File: src/design/vrs_seq_regs.svh
// constants of the start-up and fault sequencer: offsets, fields, resets, counts
// assumes levels are in 12.5mV units (0.0125V per lsb), counts in switching cycles
//
// Behaviour
// in shutdown all phase pwm outputs are high-impedance.
// soft-start starts at once when supply, enable, logic enable and code all valid.
// codes 111111/111110 mean no load, shut down; other codes restart soft-start.
// after no-load code wait two cycles, then shutdown trip level and pwm off.
// soft-start opens with 64 cycles of reference held at zero.
// reference then ramps linearly to target, 1280 cycles per volt.
// pwm stays high-impedance until reference reaches existing output voltage.
// first 640 ramp cycles step 25mV, afterwards 12.5mV steps.
// sense offset starts at 100mV, falls to zero over first 640 cycles.
// power-good low in shutdown, released only after successful soft-start.
// power-good drops only on undervoltage or disable; overvoltage alone not.
// power-good low while sense voltage below 75% of target.
// supply above 1.4V but invalid: trip if remote sense exceeds 1.8V.
// valid supply, not enabled: trip 1.7V, or target+200mV after ov trip.
// soft-start trip is max(1.7V, target+200mV); running trip is target+200mV.
// overvoltage drives pwm low until sense below 0.6V valid, 1.5V otherwise.
// low pwm goes high-impedance at reference level, low again on recurrence.
// crowbar output asserted together with the overvoltage pwm action.
// overvoltage latch cleared only by enable, logic enable or supply cycling; code also clears it when software enable swEnable is low.
// average current excess enters overcurrent shutdown immediately.
// any phase over reference eight consecutive cycles enters overcurrent shutdown.
// overcurrent: pwm high-impedance 4096 cycles, then retry soft-start while enabled.
// counts use a switching-cycle tick; comparator inputs synchronous to ref_clk.
// target level comes from an external decoder; block only compares and steps.
`ifndef VRS_SEQ_REGS_SVH
`define VRS_SEQ_REGS_SVH

// ---------------------------------------------
// register map (word offsets in bytes)
// ---------------------------------------------
`define VRS_OFS_CTRL      8'h00
`define VRS_OFS_STATUS    8'h04
`define VRS_OFS_REF       8'h08
`define VRS_CTRL_SWEN_BIT 0
`define VRS_CTRL_RESET    32'h0000_0001

// ---------------------------------------------
// codes and levels (12.5mV lsb)
// ---------------------------------------------
`define VRS_CODE_NOLOAD0  6'h3f
`define VRS_CODE_NOLOAD1  6'h3e
`define VRS_LVL_1V8       8'h90
`define VRS_LVL_1V7       8'h88
`define VRS_LVL_1V5       8'h78
`define VRS_LVL_0V6       8'h30
`define VRS_LVL_200MV     8'h10
`define VRS_LVL_OFS100    8'h08

// ---------------------------------------------
// cycle counts
// ---------------------------------------------
`define VRS_NOLOAD_WAIT   2
`define VRS_SS_DELAY      64
`define VRS_CYC_PER_VOLT  1280
`define VRS_COARSE_CYC    640
`define VRS_OC_PHASE_CYC  8
`define VRS_HICCUP_CYC    4096

`endif

File: src/design/vrs_seq_pkg.sv
// types of the start-up and fault sequencer
// assumes the constants header is included by the design that uses it
package vrs_seq_pkg;

   typedef enum logic [2:0] {
      SEQ_OFF, SEQ_DELAY, SEQ_RAMP, SEQ_RUN, SEQ_HICCUP, SEQ_OVLATCH
   } vrs_state_t;

   typedef enum logic [1:0] {
      PWM_HIZ, PWM_LOW, PWM_SWITCH
   } vrs_pwm_t;

   // comparator results from the analog front end
   typedef struct packed {
      logic supplyValid;
      logic supplyAbove1v4;
      logic enableAbove;
      logic avgOverCurrent;
      logic refAtOutput;
   } vrs_cmp_t;

endpackage

File: src/design/vrs_seq_top.sv
// start-up, soft-start and protection sequencer with a classic wishbone slave
// assumes all comparator levels arrive as digital inputs on ref_clk
`timescale 1ns/1ns
`include "vrs_seq_regs.svh"

module vrs_seq_top #(
   parameter int NPHASE    = 4,
   parameter int LVLW      = 8,
   parameter int HICCUPCYC = `VRS_HICCUP_CYC
) (
   // clock and reset
   input  wire logic                  ref_clk,
   input  wire logic                  rstn,
   // switching oscillator tick
   input  wire logic                  swTick,
   // analog comparators
   input  wire vrs_seq_pkg::vrs_cmp_t cmpIn,
   input  wire logic [NPHASE-1:0]     phaseOverCurrent,
   input  wire logic                  logic_level_enable,
   input  wire logic [5:0]            voltage_id_code,
   input  wire logic [LVLW-1:0]       targetLevel,
   input  wire logic [LVLW-1:0]       remote_sense_voltage,
   input  wire logic [LVLW-1:0]       diff_sense_output,
   // phase and protection outputs
   output vrs_seq_pkg::vrs_pwm_t      pwmMode,
   output logic                       supplyOkLow,
   output logic                       supplyOkOe,
   output logic                       crowbar_drive,
   output logic [LVLW-1:0]            refLevel,
   output logic [LVLW-1:0]            senseOffset,
   output logic [LVLW-1:0]            ovTripLevel,
   // wishbone slave
   input  wire logic                  wb_cyc_i,
   input  wire logic                  wb_stb_i,
   input  wire logic                  wb_we_i,
   input  wire logic [7:0]            wb_adr_i,
   input  wire logic [3:0]            wb_sel_i,
   input  wire logic [31:0]           wb_dat_i,
   output logic [31:0]                wb_dat_o,
   output logic                       wb_ack_o
);
   import vrs_seq_pkg::*;

   localparam int CW = 16;
   localparam logic [CW-1:0] DELAYN  = CW'(`VRS_SS_DELAY);
   localparam logic [CW-1:0] COARSEN = CW'(`VRS_COARSE_CYC);
   // 1280 cycles per volt at 12.5mV per lsb gives 16 cycles per fine step
   localparam logic [CW-1:0] FINEDIV = CW'(`VRS_CYC_PER_VOLT / 80);
   // offset loses one lsb per interval so it is spent exactly at the end of the coarse ramp
   localparam logic [CW-1:0] OFSDIV  = CW'(`VRS_COARSE_CYC / `VRS_LVL_OFS100);
   localparam logic [CW-1:0] HICN    = CW'(HICCUPCYC);

   function automatic logic [LVLW-1:0] maxLvl(input logic [LVLW-1:0] a, input logic [LVLW-1:0] b);
      maxLvl = (a > b) ? a : b;
   endfunction

   // ---------------------------------------------
   // wishbone register file
   // ---------------------------------------------
   logic [31:0]     ctrl_reg;
   logic            ack_reg;
   logic [31:0]     rdat_reg;
   vrs_state_t      state_reg;
   logic            ovLatch_reg;
   logic            pwrGood_reg;
   logic            crowbar_reg;
   logic [31:0]     rdSel;
   wire             wbReq   = wb_cyc_i & wb_stb_i & ~ack_reg;
   wire             hitCtrl = wb_adr_i == `VRS_OFS_CTRL;
   wire             hitStat = wb_adr_i == `VRS_OFS_STATUS;
   wire             hitRef  = wb_adr_i == `VRS_OFS_REF;
   wire             swEnable = ctrl_reg[`VRS_CTRL_SWEN_BIT];

   assign rdSel = hitCtrl ? ctrl_reg :
                  hitStat ? {24'h0, 2'h0, crowbar_reg, pwrGood_reg, ovLatch_reg, state_reg} :
                  hitRef  ? {8'h0, ovTripLevel, senseOffset, refLevel} : 32'h0;

   always_ff @(posedge ref_clk or negedge rstn) begin
      if (!rstn) begin
         ctrl_reg <= `VRS_CTRL_RESET;
         ack_reg  <= 1'b0;
         rdat_reg <= 32'h0;
      end else begin
         ack_reg  <= wbReq;
         rdat_reg <= wbReq ? rdSel : rdat_reg;
         if (wbReq && wb_we_i && hitCtrl && wb_sel_i[0]) begin
            ctrl_reg <= {24'h0, wb_dat_i[7:0]};
         end
      end
   end
   assign wb_ack_o = ack_reg;
   assign wb_dat_o = rdat_reg;

   // ---------------------------------------------
   // enable conditions
   // ---------------------------------------------
   wire noLoadCode = (voltage_id_code == `VRS_CODE_NOLOAD0) ||
                     (voltage_id_code == `VRS_CODE_NOLOAD1);
   wire hardEnable = cmpIn.supplyValid & cmpIn.enableAbove & logic_level_enable & swEnable;
   wire allEnable  = hardEnable & ~noLoadCode;

   // no-load code takes effect two switching cycles later
   logic [1:0] noLoadCnt_reg;
   wire        noLoadDone = noLoadCnt_reg == 2'(`VRS_NOLOAD_WAIT);
   always_ff @(posedge ref_clk or negedge rstn) begin
      if (!rstn) begin
         noLoadCnt_reg <= 2'h0;
      end else if (!noLoadCode) begin
         noLoadCnt_reg <= 2'h0;
      end else if (swTick && !noLoadDone) begin
         noLoadCnt_reg <= noLoadCnt_reg + 2'h1;
      end
   end
   wire shutNow = ~hardEnable | (noLoadCode & noLoadDone);

   // ---------------------------------------------
   // overvoltage detect
   // ---------------------------------------------
   wire [LVLW-1:0] tgtPlus = targetLevel + `VRS_LVL_200MV;
   logic [LVLW-1:0] tripSel;
   always_comb begin
      if (state_reg == SEQ_OVLATCH || ovLatch_reg) begin
         tripSel = tgtPlus;
      end else if (state_reg == SEQ_DELAY || state_reg == SEQ_RAMP) begin
         tripSel = maxLvl(`VRS_LVL_1V7, tgtPlus);
      end else if (state_reg == SEQ_RUN) begin
         tripSel = tgtPlus;
      end else begin
         tripSel = `VRS_LVL_1V7;
      end
   end
   wire ovAux   = ~cmpIn.supplyValid & cmpIn.supplyAbove1v4 &
                  (remote_sense_voltage > `VRS_LVL_1V8);
   wire ovMain  = cmpIn.supplyValid & (diff_sense_output > tripSel);
   wire ovEvent = ovAux | ovMain;
   wire [LVLW-1:0] ovRelLv = cmpIn.supplyValid ? `VRS_LVL_0V6 : `VRS_LVL_1V5;
   wire ovStillHigh = remote_sense_voltage >= ovRelLv;

   // ---------------------------------------------
   // overcurrent detect
   // ---------------------------------------------
   logic [3:0] phCnt_reg [NPHASE];
   logic [NPHASE-1:0] phTrip;
   for (genvar p = 0; p < NPHASE; p++) begin : g_ph
      always_ff @(posedge ref_clk or negedge rstn) begin
         if (!rstn) begin
            phCnt_reg[p] <= 4'h0;
         end else if (!phaseOverCurrent[p]) begin
            phCnt_reg[p] <= 4'h0;
         end else if (swTick && !phTrip[p]) begin
            phCnt_reg[p] <= phCnt_reg[p] + 4'h1;
         end
      end
      assign phTrip[p] = phCnt_reg[p] >= 4'(`VRS_OC_PHASE_CYC);
   end
   wire ocEvent = cmpIn.avgOverCurrent | (|phTrip);

   // ---------------------------------------------
   // sequencer
   // ---------------------------------------------
   logic [CW-1:0]   cnt_reg;
   logic [CW-1:0]   rampCnt_reg;
   logic [LVLW-1:0] ref_reg;
   logic [LVLW-1:0] ofs_reg;
   logic            switching_reg;
   logic            ovLow_reg;
   vrs_state_t      state_next;
   logic            uvLow;
   wire [LVLW+1:0]  sense4 = {remote_sense_voltage, 2'b00};
   wire [LVLW+1:0]  tgt3   = {2'b00, targetLevel} + {1'b0, targetLevel, 1'b0};
   assign uvLow = sense4 < tgt3;
   wire coarse  = rampCnt_reg < COARSEN;
   wire stepNow = coarse ? (rampCnt_reg % (FINEDIV + FINEDIV) == FINEDIV + FINEDIV - 16'h1) :
                           (rampCnt_reg % FINEDIV == FINEDIV - 16'h1);
   wire ofsStep = rampCnt_reg % OFSDIV == OFSDIV - 16'h1;
   wire [LVLW-1:0] stepSz = coarse ? LVLW'(2) : LVLW'(1);
   wire rampDone = ref_reg >= targetLevel;

   always_comb begin
      state_next = state_reg;
      case (state_reg)
         SEQ_OFF:     state_next = allEnable ? SEQ_DELAY : SEQ_OFF;
         SEQ_DELAY:   state_next = (swTick && cnt_reg == DELAYN - 16'h1) ? SEQ_RAMP : SEQ_DELAY;
         SEQ_RAMP:    state_next = rampDone ? SEQ_RUN : SEQ_RAMP;
         SEQ_RUN:     state_next = SEQ_RUN;
         SEQ_HICCUP:  state_next = (swTick && cnt_reg == HICN - 16'h1) ?
                                   (allEnable ? SEQ_DELAY : SEQ_OFF) : SEQ_HICCUP;
         SEQ_OVLATCH: state_next = SEQ_OVLATCH;
         default:     state_next = SEQ_OFF;
      endcase
      if (state_reg != SEQ_OVLATCH && state_reg != SEQ_OFF && state_reg != SEQ_HICCUP && ocEvent) begin
         state_next = SEQ_HICCUP;
      end
      if (ovEvent) begin
         state_next = SEQ_OVLATCH;
      end
      if (shutNow && !(ovLatch_reg && hardEnable)) begin
         state_next = SEQ_OFF;
      end
   end

   always_ff @(posedge ref_clk or negedge rstn) begin
      if (!rstn) begin
         state_reg <= SEQ_OFF;
         cnt_reg   <= 16'h0;
      end else begin
         state_reg <= state_next;
         cnt_reg   <= (state_next != state_reg) ? 16'h0 : (swTick ? cnt_reg + 16'h1 : cnt_reg);
      end
   end

   // reference ramp and sense offset
   always_ff @(posedge ref_clk or negedge rstn) begin
      if (!rstn) begin
         ref_reg     <= '0;
         ofs_reg     <= '0;
         rampCnt_reg <= 16'h0;
      end else if (state_reg == SEQ_DELAY || state_reg == SEQ_OFF || state_reg == SEQ_HICCUP) begin
         ref_reg     <= '0;
         ofs_reg     <= `VRS_LVL_OFS100;
         rampCnt_reg <= 16'h0;
      end else if (state_reg == SEQ_RAMP && swTick) begin
         rampCnt_reg <= rampCnt_reg + 16'h1;
         if (stepNow) begin
            ref_reg <= maxLvl(ref_reg, (ref_reg + stepSz > targetLevel) ? targetLevel : ref_reg + stepSz);
         end
         if (ofsStep && ofs_reg != '0) begin
            ofs_reg <= ofs_reg - LVLW'(1);
         end
      end else if (state_reg == SEQ_RUN) begin
         ref_reg <= targetLevel;
         ofs_reg <= '0;
      end
   end

   // pwm gating, overvoltage latch, crowbar, power-good
   always_ff @(posedge ref_clk or negedge rstn) begin
      if (!rstn) begin
         switching_reg <= 1'b0;
         ovLatch_reg   <= 1'b0;
         ovLow_reg     <= 1'b0;
         crowbar_reg   <= 1'b0;
         pwrGood_reg   <= 1'b0;
      end else begin
         if (state_next != SEQ_RAMP && state_next != SEQ_RUN) begin
            switching_reg <= 1'b0;
         end else if (cmpIn.refAtOutput) begin
            switching_reg <= 1'b1;
         end
         if (ovEvent) begin
            ovLatch_reg <= 1'b1;
         end else if (~hardEnable) begin
            ovLatch_reg <= 1'b0;
         end
         if (ovEvent) begin
            ovLow_reg   <= 1'b1;
            crowbar_reg <= 1'b1;
         end else if (!ovStillHigh && diff_sense_output <= ref_reg) begin
            ovLow_reg   <= 1'b0;
            crowbar_reg <= 1'b0;
         end
         if (state_next == SEQ_OFF || (ovLatch_reg && shutNow)) begin
            pwrGood_reg <= 1'b0;
         end else if (uvLow) begin
            pwrGood_reg <= 1'b0;
         end else if (state_reg == SEQ_RUN || (pwrGood_reg == 1'b0 && state_reg == SEQ_RUN)) begin
            pwrGood_reg <= 1'b1;
         end
      end
   end

   assign pwmMode     = ovLow_reg ? PWM_LOW : (switching_reg ? PWM_SWITCH : PWM_HIZ);
   assign supplyOkLow = 1'b0;
   assign supplyOkOe  = ~pwrGood_reg;
   assign crowbar_drive = crowbar_reg;
   assign refLevel    = ref_reg;
   assign senseOffset = ofs_reg;
   assign ovTripLevel = tripSel;

endmodule // vrs_seq_top

File: config.mk
export PLATFORM = sky130hd
export DESIGN_NAME = vrs_seq_top
export DESIGN_NICKNAME = d
export VERILOG_FILES = /design/src/design/vrs_seq_pkg.sv /design/src/design/vrs_seq_top.sv
export VERILOG_INCLUDE_DIRS = /design/src /design/src/design
export SDC_FILE = /design/constraint.sdc
export NUM_CORES = 1
export LEC_CHECK = 0
export BUFFER_PORTS_ARGS = -buffer_cell sky130_fd_sc_hd__buf_2
export CELL_PAD_IN_SITES_DETAIL_PLACEMENT = 1
export CELL_PAD_IN_SITES_GLOBAL_PLACEMENT = 2
export CORE_ASPECT_RATIO = 1.2
export CORE_UTILIZATION = 34
export CTS_BUF_LIST = sky130_fd_sc_hd__clkbuf_4 sky130_fd_sc_hd__clkbuf_8 sky130_fd_sc_hd__clkbuf_16
export DETAILED_ROUTE_END_ITERATION = 12
export PLACE_DENSITY_LB_ADDON = 0.1
export SYNTH_ARGS = -nofsm -noshare
export SYNTH_HDL_FRONTEND = slang
export SYNTH_SLANG_ARGS = --single-unit
File: constraint.sdc
create_clock -name ref_clk -period 5.9 [get_ports ref_clk]
set_clock_uncertainty 0.15 [all_clocks]
set_input_delay 1.475 -clock ref_clk [delete_from_list [all_inputs] [get_ports ref_clk]]
set_output_delay 1.475 -clock ref_clk [all_outputs]
set_load 0.005 [all_outputs]
==> flow_metrics.py, run 1 <==
metrics = {
    "synth": {
        "synth.most_common_cell": "sky130_fd_sc_hd__dfrtp_1",
        "synth_fa_ha_area_share_pct": 11.8,
        "number_of_enable_type_register_cells_in_the_synthesized_netlist": 0,
        "synth_flop_cell": "sky130_fd_sc_hd__dfrtp_1",
        "postSynth.asyncResetShare_pct": 100,
        "synth_seq_cells": 106,
        "postSynthAreaPerCell_um2": 8.60,
        "post_synth_xor_area_fraction_pct": 5.33,
        "post_synth_and_or_nand_nor_area_fraction_pct": 22.8,
        "combined_area_of_all_synthesized_cells_um2": 8390,
        "synth-compound-area-share_pct": 20.3,
        "synth.lib_cells_used.distinct": 91,
        "synth.yosys.warnings": 0,
        "post-synth-top-area-fraction_pct": 31.3,
        "count_of_mapped_cells_out_of_synthesis": 975,
        "ys_seq_area_share_pct": 31.6,
        "netlist_top_cells_area": "sky130_fd_sc_hd__dfrtp_1 31%, sky130_fd_sc_hd__ha_1 11%, sky130_fd_sc_hd__nand2_1 4.2%",
        "combinational_family_with_the_most_area_after_synthesis": "simple AND/OR/NAND/NOR gates",
        "synth.mux.area_fraction_pct": 2.40,
        "synth_common_cells": "105 x sky130_fd_sc_hd__dfrtp_1, 93 x sky130_fd_sc_hd__nand2_1, 91 x sky130_fd_sc_hd__nor2_1",
        "synth_top_area_cell": "sky130_fd_sc_hd__dfrtp_1",
    },
    "final_layout": {
        "area_delta_synth_final_pct": 15.2,
        "post_route_cells_drive_above_1_share_pct": 18.4,
        "finalNetCount": 1257,
        "largest_register_ffs": 24,
        "final.fill_count": 2923,
    },
    "global_route": {
        "global_route.overflow_total": 0,
        "first_global_vias": 7623,
        "largest_net_degree_at_the_start_of_global_routing": 59,
        "globalRouteTotalUtil_pct": 20.2,
        "antenna_violations_before_repair": 2,
        "grt_pass1_wl_um": 40800,
    },
    "place": {
        "place_hpwl_um": 19500,
        "placement.setup.worst_slack_ns": 0.419,
        "placement.io_buffers": 114,
        "gpl.final_weighted_congestion": 0.775,
    },
    "power_and_ir_drop": {
        "leakage_nw": 4.57,
        "total_power_mw": 1.69,
        "pwr_density_cell_nw_per_um2": 175,
        "max-vdd-ir-drop_uv": 120,
    },
    "detailed_routing": {
        "number_of_nets_with_antenna_violations_after_routing": 0,
        "drt-wirelength-per-cell_um": 17.6,
        "routed_wire_length_um": 24900,
        "via_count": 7449,
        "drc": 0,
        "detailedRoute.firstPassIterationCount": 4,
        "route.detailed.vias_per_inst": 5.26,
        "drt_iter0_drc": 220,
    },
    "timing": {
        "setup_ws_ns": 0.705,
        "grt_setup_unrepaired": "false",
        "period_minus_slack_ns": 5.19,
        "timing_worst_slew_pin_value_ns": 0.818,
        "clock.fmax_ghz": 0.193,
        "setup_viol": 0,
        "timing_max_transition_violations_final": 0,
        "holdWs_ns": 0.317,
        "setup_tns_ns": 0,
        "max_transition_margin_pct": 45.3,
        "timing.final.crit_share_pct": 88.0,
        "final_hold_viol_count": 0,
    },
    "clock_network": {
        "post_cts_resize_count": 0,
        "number_of_buffers_added_for_setup_after_cts": 0,
        "cts-buffers-inserted": 9,
        "cts_root_buffer": "sky130_fd_sc_hd__clkbuf_16",
        "holdBufCountCts": 0,
        "htree_levels": 3,
        "clock_path_buffers": 2,
        "worst_setup_hold_path_clk_slew_ns": 0.08,
        "cts_tree": "yes",
        "clock_latency_ns": 0.36,
        "cts_sinks": 106,
    },
    "floorplan": {
        "core.rowCount": 62,
        "design.die.area_um2": 25300,
        "chipWidth_um": 145,
        "die_y_um": 174,
        "coreArea_um2": 24000,
        "initial_core_util_pct": 34.9,
        "ioPinCount": 152,
    },
    "setup_path": {
        "critical_path.top_delay_family": "compound AO/OA/AOI/OAI gates",
        "crit_path_top_delay_cell": "sky130_fd_sc_hd__dfrtp_1",
        "worstSetupStartpointType": "flop",
        "worstPathBufferInverterCount": 2,
        "worst_ep_arrival_time_ns": 5.29,
        "max_stage_delay_ns": 0.38,
        "cp.required_ns": 5.99,
        "criticalPathCategory": "flop to flop",
        "cp_max_fo": 16,
        "worst_setup_path_end_kind": "flop",
    },
    "hold_path": {
        "worstHoldPathType": "flop to flop",
    },
    "outcome": {
        "outcome": "complete, no violations",
    },
    "run": {
        "max_cap_viol_count": 0,
    },
}
worst register-to-register path: cells and delay by family, from the launching register on:
| kind | cells | cell delay [ns] |
|---|---|---|
| XOR/XNOR | 1 | 0.23 |
| flip-flops | 1 | 0.38 |
| AND/OR/NAND/NOR | 7 | 1.23 |
| adder cells (fa/ha/maj) | 3 | 0.84 |
| buffers and inverters | 2 | 0.39 |
| AO/OA/AOI/OAI | 13 | 1.85 |
routing by layer:
metal / share of wire [%] / global-route usage, % / vias up
met4: 1.8 / 5.96 / 2
met5: 0.056 / 0 / -
li1: - / - / 3711
met2: 50 / 36.2 / 102
met3: 3.1 / 3.36 / 24
met1: 45 / 24.7 / 3610
cell families (layout without fill, tap and decap cells):
family                   after synthesis  in the layout
other                                  1             10
flip-flops                           106            106
multiplexers                          19             19
adder cells (fa/ha/maj)               78             78
AO/OA/AOI/OAI                        236            236
buffers and inverters                105            216
AND/OR/NAND/NOR                      379            379
XOR/XNOR                              51             51
path summary, 6_finish.rpt:
check | start | to | slack [ns] | cells past startpoint
setup / recovery | rampCnt_reg[11] | refLevel[0] | 0.71 | 26
hold / removal | wb_dat_o[12] | wb_dat_o[12] | 0.32 | 2
setup reg to reg | rampCnt_reg[11] | refLevel[0] | 0.71 | 26
hold reg to reg | wb_dat_o[12] | wb_dat_o[12] | 0.32 | 2
max in group asynchronous | rstn | wb_dat_o[18] | 3.95 | 2
min in group asynchronous | rstn | wb_dat_o[14] | 0.73 | 1
metrics by stage:
step                util, %  instances  instance area (um^2)
CTS                    40.2       1414                  9660
global placement       38.9       1398                  9360
finish                 40.2       1415                  9660
global route           40.2       1414                  9660
detailed placement     38.9       1398                  9360
floorplan                 -        983                  8420
power by group:
| group | internal, mW | switching (mW) | leakage, nW |
|---|---|---|---|
| Combinational | 0.118 | 0.147 | 2.98 |
| Clock | 0.303 | 0.320 | 0.146 |
| Sequential | 0.764 | 0.0408 | 1.44 |
| Total | 1.19 | 0.508 | 4.57 |
placed cells by master, fill, tap and decap left out, types with 11 or more instances in the layout:
cell                       instances
sky130_fd_sc_hd__a21o_1           17
sky130_fd_sc_hd__a21oi_1          57
sky130_fd_sc_hd__o21ai_0          49
sky130_fd_sc_hd__nor3_1           22
sky130_fd_sc_hd__nand2b_1         13
sky130_fd_sc_hd__nor4_1           11
sky130_fd_sc_hd__o211ai_1         11
sky130_fd_sc_hd__buf_4            31
sky130_fd_sc_hd__nand4_1          14
sky130_fd_sc_hd__ha_1             76
sky130_fd_sc_hd__nand3_1          47
sky130_fd_sc_hd__inv_1            53
sky130_fd_sc_hd__and2_1           12
sky130_fd_sc_hd__nand2_1          93
sky130_fd_sc_hd__nor2_1           91
sky130_fd_sc_hd__xnor2_1          33
sky130_fd_sc_hd__nor2b_1          23
sky130_fd_sc_hd__xor2_1           18
sky130_fd_sc_hd__dfrtp_1         105
sky130_fd_sc_hd__buf_2           113
sky130_fd_sc_hd__and3_1           12
area by class of cell:
class / instances / area, um^2 / area share (%)
inverters: 56 / 210 / 2.18
multi-input cells: 772 / 5290 / 54.8
flip-flops and latches: 106 / 2650 / 27.5
well taps: 320 / 400 / 4.14
clock buffers: 9 / 225 / 2.33
diodes: 1 / 2.50 / 0.0259
repair buffers: 144 / 798 / 8.26
clock inverters: 7 / 80.1 / 0.829
(Power assumes the default switching activity.)
==> run 2, diff against run 1 <==
--- a/config.mk
+++ b/config.mk
@@ -8,9 +8,9 @@
 export LEC_CHECK = 0
 export BUFFER_PORTS_ARGS = -buffer_cell sky130_fd_sc_hd__buf_2
 export CELL_PAD_IN_SITES_DETAIL_PLACEMENT = 1
-export CELL_PAD_IN_SITES_GLOBAL_PLACEMENT = 2
+export CELL_PAD_IN_SITES_GLOBAL_PLACEMENT = 1
 export CORE_ASPECT_RATIO = 1.2
-export CORE_UTILIZATION = 34
+export CORE_UTILIZATION = 35
 export CTS_BUF_LIST = sky130_fd_sc_hd__clkbuf_4 sky130_fd_sc_hd__clkbuf_8 sky130_fd_sc_hd__clkbuf_16
 export DETAILED_ROUTE_END_ITERATION = 12
 export PLACE_DENSITY_LB_ADDON = 0.1
==> constraint.sdc (replaced) <==
create_clock -name ref_clk -period 5.35 [get_ports ref_clk]
set_clock_uncertainty 0.15 [all_clocks]
set_input_delay 1.3375 -clock ref_clk [delete_from_list [all_inputs] [get_ports ref_clk]]
set_output_delay 1.3375 -clock ref_clk [all_outputs]
set_load 0.005 [all_outputs]
==> flow_metrics.py, run 2 (synthesis gave the netlist of run 1 again) <==
metrics = {
    "outcome": {
        "outcome": "complete, no violations",
    },
    "final_layout": {
        "largest_register_ffs": 24,
        "finalNetCount": 1269,
        "layout_commonest_cell": "sky130_fd_sc_hd__buf_2",
        "final_cell_mix": "113 x sky130_fd_sc_hd__buf_2, 105 x sky130_fd_sc_hd__dfrtp_1, 93 x sky130_fd_sc_hd__nand2_1",
        "post_route_cells_drive_above_1_share_pct": 19.9,
        "area_delta_synth_final_pct": 16.6,
        "final.fill_count": 2869,
        "finish.instance_area_um2": 9780,
        "final_core_utilization_pct": 41.9,
        "finish.cell_count_without_fillers": 1421,
        "antenna_cells_inserted": 0,
    },
    "setup_path": {
        "reg2reg_from": "rampCnt_reg[11]",
        "timing.critical_path.cells": "buf_2 > ha_1 > nand2_1 > xnor2_1 > a21boi_1 > buf_4 > o21ai_0 > a21oi_1 > buf_4 > o21ai_0 > ha_1 > a21o_1 > a21o_1 > a21oi_1 > o21ai_0 > o211ai_1 > o21a_1 > nor4bb_1 > buf_4 > xnor2_1 > nand4b_1 > buf_4 > nor2_1",
        "cpMostUsedCell": "sky130_fd_sc_hd__buf_4",
        "max_stage_delay_ns": 0.34,
        "regToRegSetupSlack_ns": 0.45,
        "worstSetupStartpointType": "primary input",
        "cp.required_ns": 5.49,
        "timing.critical_path.from": "targetLevel[5]",
        "worst_setup_path_end_kind": "flop",
        "worst_ep_arrival_time_ns": 5.09,
        "criticalPathCategory": "primary input to flop",
        "crit_path_top_delay_cell": "sky130_fd_sc_hd__o21ai_0",
        "cp_max_fo": 16,
    },
    "place": {
        "placement.setup.worst_slack_ns": 0.00326,
        "gpl.final_weighted_congestion": 0.777,
        "post_place_cells": 1405,
        "dpl_cell_area_um2": 9440,
        "placement.io_buffers": 114,
        "place_hpwl_um": 18900,
    },
    "timing": {
        "final_hold_viol_count": 0,
        "setup_viol": 0,
        "timing_max_transition_violations_final": 0,
        "setup_ws_ns": 0.391,
        "timing.final.crit_share_pct": 92.7,
        "clock.fmax_ghz": 0.202,
        "timing_worst_slew_pin_value_ns": 0.923,
        "period_minus_slack_ns": 4.96,
        "holdWs_ns": 0.319,
        "setup_tns_ns": 0,
        "max_transition_margin_pct": 38.3,
    },
    "detailed_routing": {
        "via_count": 7586,
        "drt_iter0_drc": 188,
        "route.detailed.vias_per_inst": 5.34,
        "number_of_nets_with_antenna_violations_after_routing": 0,
        "drc": 0,
        "drt-wirelength-per-cell_um": 17.2,
        "detailedRoute.firstPassIterationCount": 4,
        "routed_wire_length_um": 24400,
    },
    "clock_network": {
        "cts_sinks": 106,
        "worst_setup_hold_path_clk_slew_ns": 0.08,
        "cts_root_buffer": "sky130_fd_sc_hd__clkbuf_16",
        "clock_latency_ns": 0.36,
        "cts-buffers-inserted": 9,
        "clock_path_buffers": 2,
        "cts_tree": "yes",
        "holdBufCountCts": 0,
        "htree_levels": 3,
    },
    "global_route": {
        "grtUsageMet2_pct": 37.3,
        "largest_net_degree_at_the_start_of_global_routing": 45,
        "globalRoute.busiestLayer": "met2",
        "grt_pass1_wl_um": 40300,
        "globalRouteTotalUtil_pct": 20.9,
        "antenna_violations_before_repair": 0,
        "first_global_vias": 7839,
        "gr-usage-met1_pct": 26.1,
        "global_route.overflow_total": 0,
        "groute.layer.met3.usage_pct": 3.37,
    },
    "power_and_ir_drop": {
        "pwr_density_cell_nw_per_um2": 190,
        "total_power_mw": 1.85,
        "max-vdd-ir-drop_uv": 149,
        "leakage_nw": 4.65,
    },
    "floorplan": {
        "core.rowCount": 61,
        "chipWidth_um": 143,
        "die_y_um": 172,
        "initial_core_util_pct": 35.9,
        "coreArea_um2": 23400,
        "design.die.area_um2": 24600,
        "ioPinCount": 152,
    },
    "run": {
        "max_cap_viol_count": 0,
    },
    "hold_path": {
        "worstHoldPathType": "flop to flop",
        "hold_path_startpoint": "wb_dat_o[15]",
    },
}
run 2: cell count changes in the layout (fill, tap and decap cells not counted), sizes merged:
cell      change
buf          +12
clkinvlp      -1
clkinv        +1
diode         -1
run 2: what timing repair did:
action | CTS | global route
gates resized for setup | 0 | 13
setup buffers | 0 | 0
endpoints found under the setup margin | 0 | 25
run 2: where the power goes:
part | switching [mW] | total [mW] | internal [mW]
clock network | 0.337 | 0.666 | 0.329
logic | 0.165 | 0.301 | 0.136
registers | 0.0446 | 0.887 | 0.842
total | 0.547 | 1.85 | 1.31
run 2: worst paths after layout:
path,endpoint,cells past startpoint
min reg2reg,wb_dat_o[15],2
max,cnt_reg[12],23
max in group asynchronous,wb_dat_o[2],2
min,wb_dat_o[15],2
max reg2reg,refLevel[3],26
min in group asynchronous,wb_dat_o[10],1
run 2: critical path, delay by kind of cell:
kind,cells,cell delay [ns]
compound gates,10,1.64
xor+xnor,2,0.26
fa+ha+maj,2,0.52
buf+inv,5,0.80
simple gates,4,0.55
run 2: final cells by class:
class	count	area [um^2]	area share, %
clock buffer	9	225	2.30
clock inverter	7	67.6	0.691
timing repair buffer	156	892	9.13
multi-input combinational	772	5330	54.6
sequential	106	2650	27.1
inverter	56	210	2.15
tap	315	394	4.03
run 2: metal layers:
metal	vias up	wire (um)
li1	3726	-
met1	3740	11000
met2	101	12400
met3	19	742
met4	0	278
met5	-	0
==> run 3, diff against run 2 <==
--- a/config.mk
+++ b/config.mk
@@ -14,6 +14,7 @@
 export CTS_BUF_LIST = sky130_fd_sc_hd__clkbuf_4 sky130_fd_sc_hd__clkbuf_8 sky130_fd_sc_hd__clkbuf_16
 export DETAILED_ROUTE_END_ITERATION = 12
 export PLACE_DENSITY_LB_ADDON = 0.1
+export RECOVER_POWER = 25
 export SYNTH_ARGS = -nofsm -noshare
 export SYNTH_HDL_FRONTEND = slang
 export SYNTH_SLANG_ARGS = --single-unit
==> flow_metrics.py, run 3 (synthesis gave the netlist of run 1 again) <==
metrics = {
    "power_and_ir_drop": {
        "cell_internal_pwr_mw": 1.31,
        "pwr_density_cell_nw_per_um2": 190,
        "max-vdd-ir-drop_uv": 149,
        "sequentialPowerShare_pct": 47.9,
        "clock_power_share_pct": 36.0,
        "leakage_nw": 4.64,
        "netSwitchingFraction_pct": 29.5,
        "combPwrFrac_pct": 16.2,
        "p_sw_uw": 547,
    },
    "global_route": {
        "first_global_vias": 7839,
        "antenna_violations_before_repair": 0,
        "grt_pass1_wl_um": 40300,
        "largest_net_degree_at_the_start_of_global_routing": 45,
        "globalRouteTotalUtil_pct": 20.9,
        "global_route.overflow_total": 0,
    },
    "timing": {
        "timing.final.crit_share_pct": 92.7,
        "setup_viol": 0,
        "period_minus_slack_ns": 4.96,
        "timing_max_transition_violations_final": 66,
        "final_hold_viol_count": 0,
        "timing_worst_slew_pin_value_ns": 1.89,
        "max_transition_margin_pct": -26.1,
        "clock.fmax_ghz": 0.202,
    },
    "detailed_routing": {
        "via_count": 7584,
        "number_of_nets_with_antenna_violations_after_routing": 0,
        "drt-wirelength-per-cell_um": 17.2,
        "routed_wire_length_um": 24400,
        "detailedRoute.firstPassIterationCount": 5,
        "drt_iter0_drc": 188,
        "drc": 0,
        "route.detailed.vias_per_inst": 5.34,
    },
    "final_layout": {
        "finish.instance_area_um2": 9770,
        "area_delta_synth_final_pct": 16.5,
        "multi_input_area_um2": 5330,
        "layout_commonest_cell": "sky130_fd_sc_hd__buf_2",
        "largest_register_ffs": 24,
        "final_cell_mix": "112 x sky130_fd_sc_hd__buf_2, 105 x sky130_fd_sc_hd__dfrtp_1, 93 x sky130_fd_sc_hd__nand2_1",
        "antenna_cells_inserted": 0,
        "post_route_cells_drive_above_1_share_pct": 19.6,
        "seq_area_um2": 2650,
        "final.fill_count": 2869,
        "finalNetCount": 1269,
        "finish.cell_count_without_fillers": 1421,
    },
    "clock_network": {
        "htree_levels": 3,
        "cts_tree": "yes",
        "worst_setup_hold_path_clk_slew_ns": 0.08,
        "cts-buffers-inserted": 9,
        "holdBufCountCts": 0,
        "cts_root_buffer": "sky130_fd_sc_hd__clkbuf_16",
        "number_of_buffers_added_for_setup_after_cts": 0,
        "post_cts_resize_count": 0,
        "clock_path_buffers": 2,
        "cts_sinks": 106,
        "clock_latency_ns": 0.36,
    },
    "setup_path": {
        "worst_setup_path_end_kind": "flop",
        "cp_max_fo": 16,
        "worst_ep_arrival_time_ns": 5.10,
        "reg2reg_from": "rampCnt_reg[11]",
        "worstPathBufferInverterCount": 5,
        "max_stage_delay_ns": 0.34,
        "timing.critical_path.cells": "buf_2 > ha_1 > nand2_1 > xnor2_1 > a21boi_1 > buf_4 > o21ai_0 > a21oi_1 > buf_4 > o21ai_0 > ha_1 > a21o_1 > a21o_1 > a21oi_1 > o21ai_0 > o211ai_1 > o21a_1 > nor4bb_1 > buf_4 > xnor2_1 > nand4b_1 > buf_4 > nor2_1",
        "criticalPathCategory": "primary input to flop",
        "critical_path.top_delay_family": "compound AO/OA/AOI/OAI gates",
        "cp.required_ns": 5.49,
        "timing.critical_path.from": "targetLevel[5]",
        "worstSetupStartpointType": "primary input",
        "crit_path_top_delay_cell": "sky130_fd_sc_hd__o21ai_0",
        "cpMostUsedCell": "sky130_fd_sc_hd__buf_4",
    },
    "floorplan": {
        "ioPinCount": 152,
        "core.rowCount": 61,
        "coreArea_um2": 23400,
        "initial_core_util_pct": 35.9,
        "design.die.area_um2": 24600,
        "chipWidth_um": 143,
        "die_y_um": 172,
    },
    "place": {
        "placement.io_buffers": 114,
        "dpl_cell_area_um2": 9440,
        "gpl.final_weighted_congestion": 0.777,
        "place_hpwl_um": 18900,
        "post_place_cells": 1405,
    },
    "hold_path": {
        "hold_path_startpoint": "wb_dat_o[15]",
        "worstHoldPathType": "flop to flop",
    },
    "run": {
        "max_cap_viol_count": 2,
    },
    "outcome": {
        "violations": "capacitance limit, slew limit",
        "outcome": "complete, but fails checks",
    },
}
==> run 3: cell types whose count changed in the layout (fill, tap and decap cells not counted), sizes merged <==
cell,previous run,this run
clkbuf,9,12
buf,156,153
==> run 3: per-layer routing <==
metal  routed length [um]  up-vias  track usage (%)  part of all wire (%)
met1                11000     3735             26.1                    45
li1                     -     3726                -                     -
met2                12400      103             37.3                    51
met4                  280        0             4.86                   1.1
met5                    0        -                0                     0
met3                  750       20             3.37                   3.1
==> run 3: path summary, 6_finish.rpt <==
path,to,slack (ns),cells after the start
worst max-delay path,cnt_reg[12],0.39,23
worst min-delay path,wb_dat_o[15],0.32,2
worst max register to register,refLevel[3],0.45,26
worst min register to register,wb_dat_o[15],0.32,2
max in group asynchronous,switching_reg,1.44,2
min in group asynchronous,wb_dat_o[10],1.33,1
==> run 3: tightest hold or removal path: stages, from the launching register on <==
cell                      delay [ns]
sky130_fd_sc_hd__dfrtp_1        0.34
sky130_fd_sc_hd__nand2_1        0.05
sky130_fd_sc_hd__nand2_1        0.05
==> run 3: area by class of cell <==
cell class / count / share of cell area [%]
clock buffer: 9 / 2.31
clock inverter: 7 / 0.692
inverter: 56 / 2.15
multi-input combinational: 772 / 54.6
sequential: 106 / 27.2
tap: 315 / 4.04
timing repair buffer: 156 / 9.04
==> run 3: power by group through the flow <==
| stage | clock, mW | combinational (mW) | sequential (mW) |
|---|---|---|---|
| after floorplan | 0 | 0.182 | 0.890 |
| after global placement | 0 | 0.299 | 0.902 |
| after detailed placement | 0 | 0.305 | 0.902 |
| after CTS | 0.692 | 0.308 | 0.888 |
| after global routing | 0.722 | 0.346 | 0.894 |
| final | 0.666 | 0.300 | 0.887 |
==> run 3: metrics by stage <==
stage | util, % | hold WS [ns] | setup TNS (ns) | worst slack (ns) | power [mW]
floorplan | - | 0.306 | 0 | 0.0169 | 1.07
global placement | 40.4 | 0.296 | 0 | 0.0897 | 1.20
detailed placement | 40.4 | 0.305 | 0 | 0.00326 | 1.21
CTS | 41.7 | 0.324 | 0 | 0.136 | 1.89
global route | 41.8 | 0.343 | -0.0103 | -0.0103 | 1.96
finish | 41.8 | 0.319 | 0 | 0.391 | 1.85
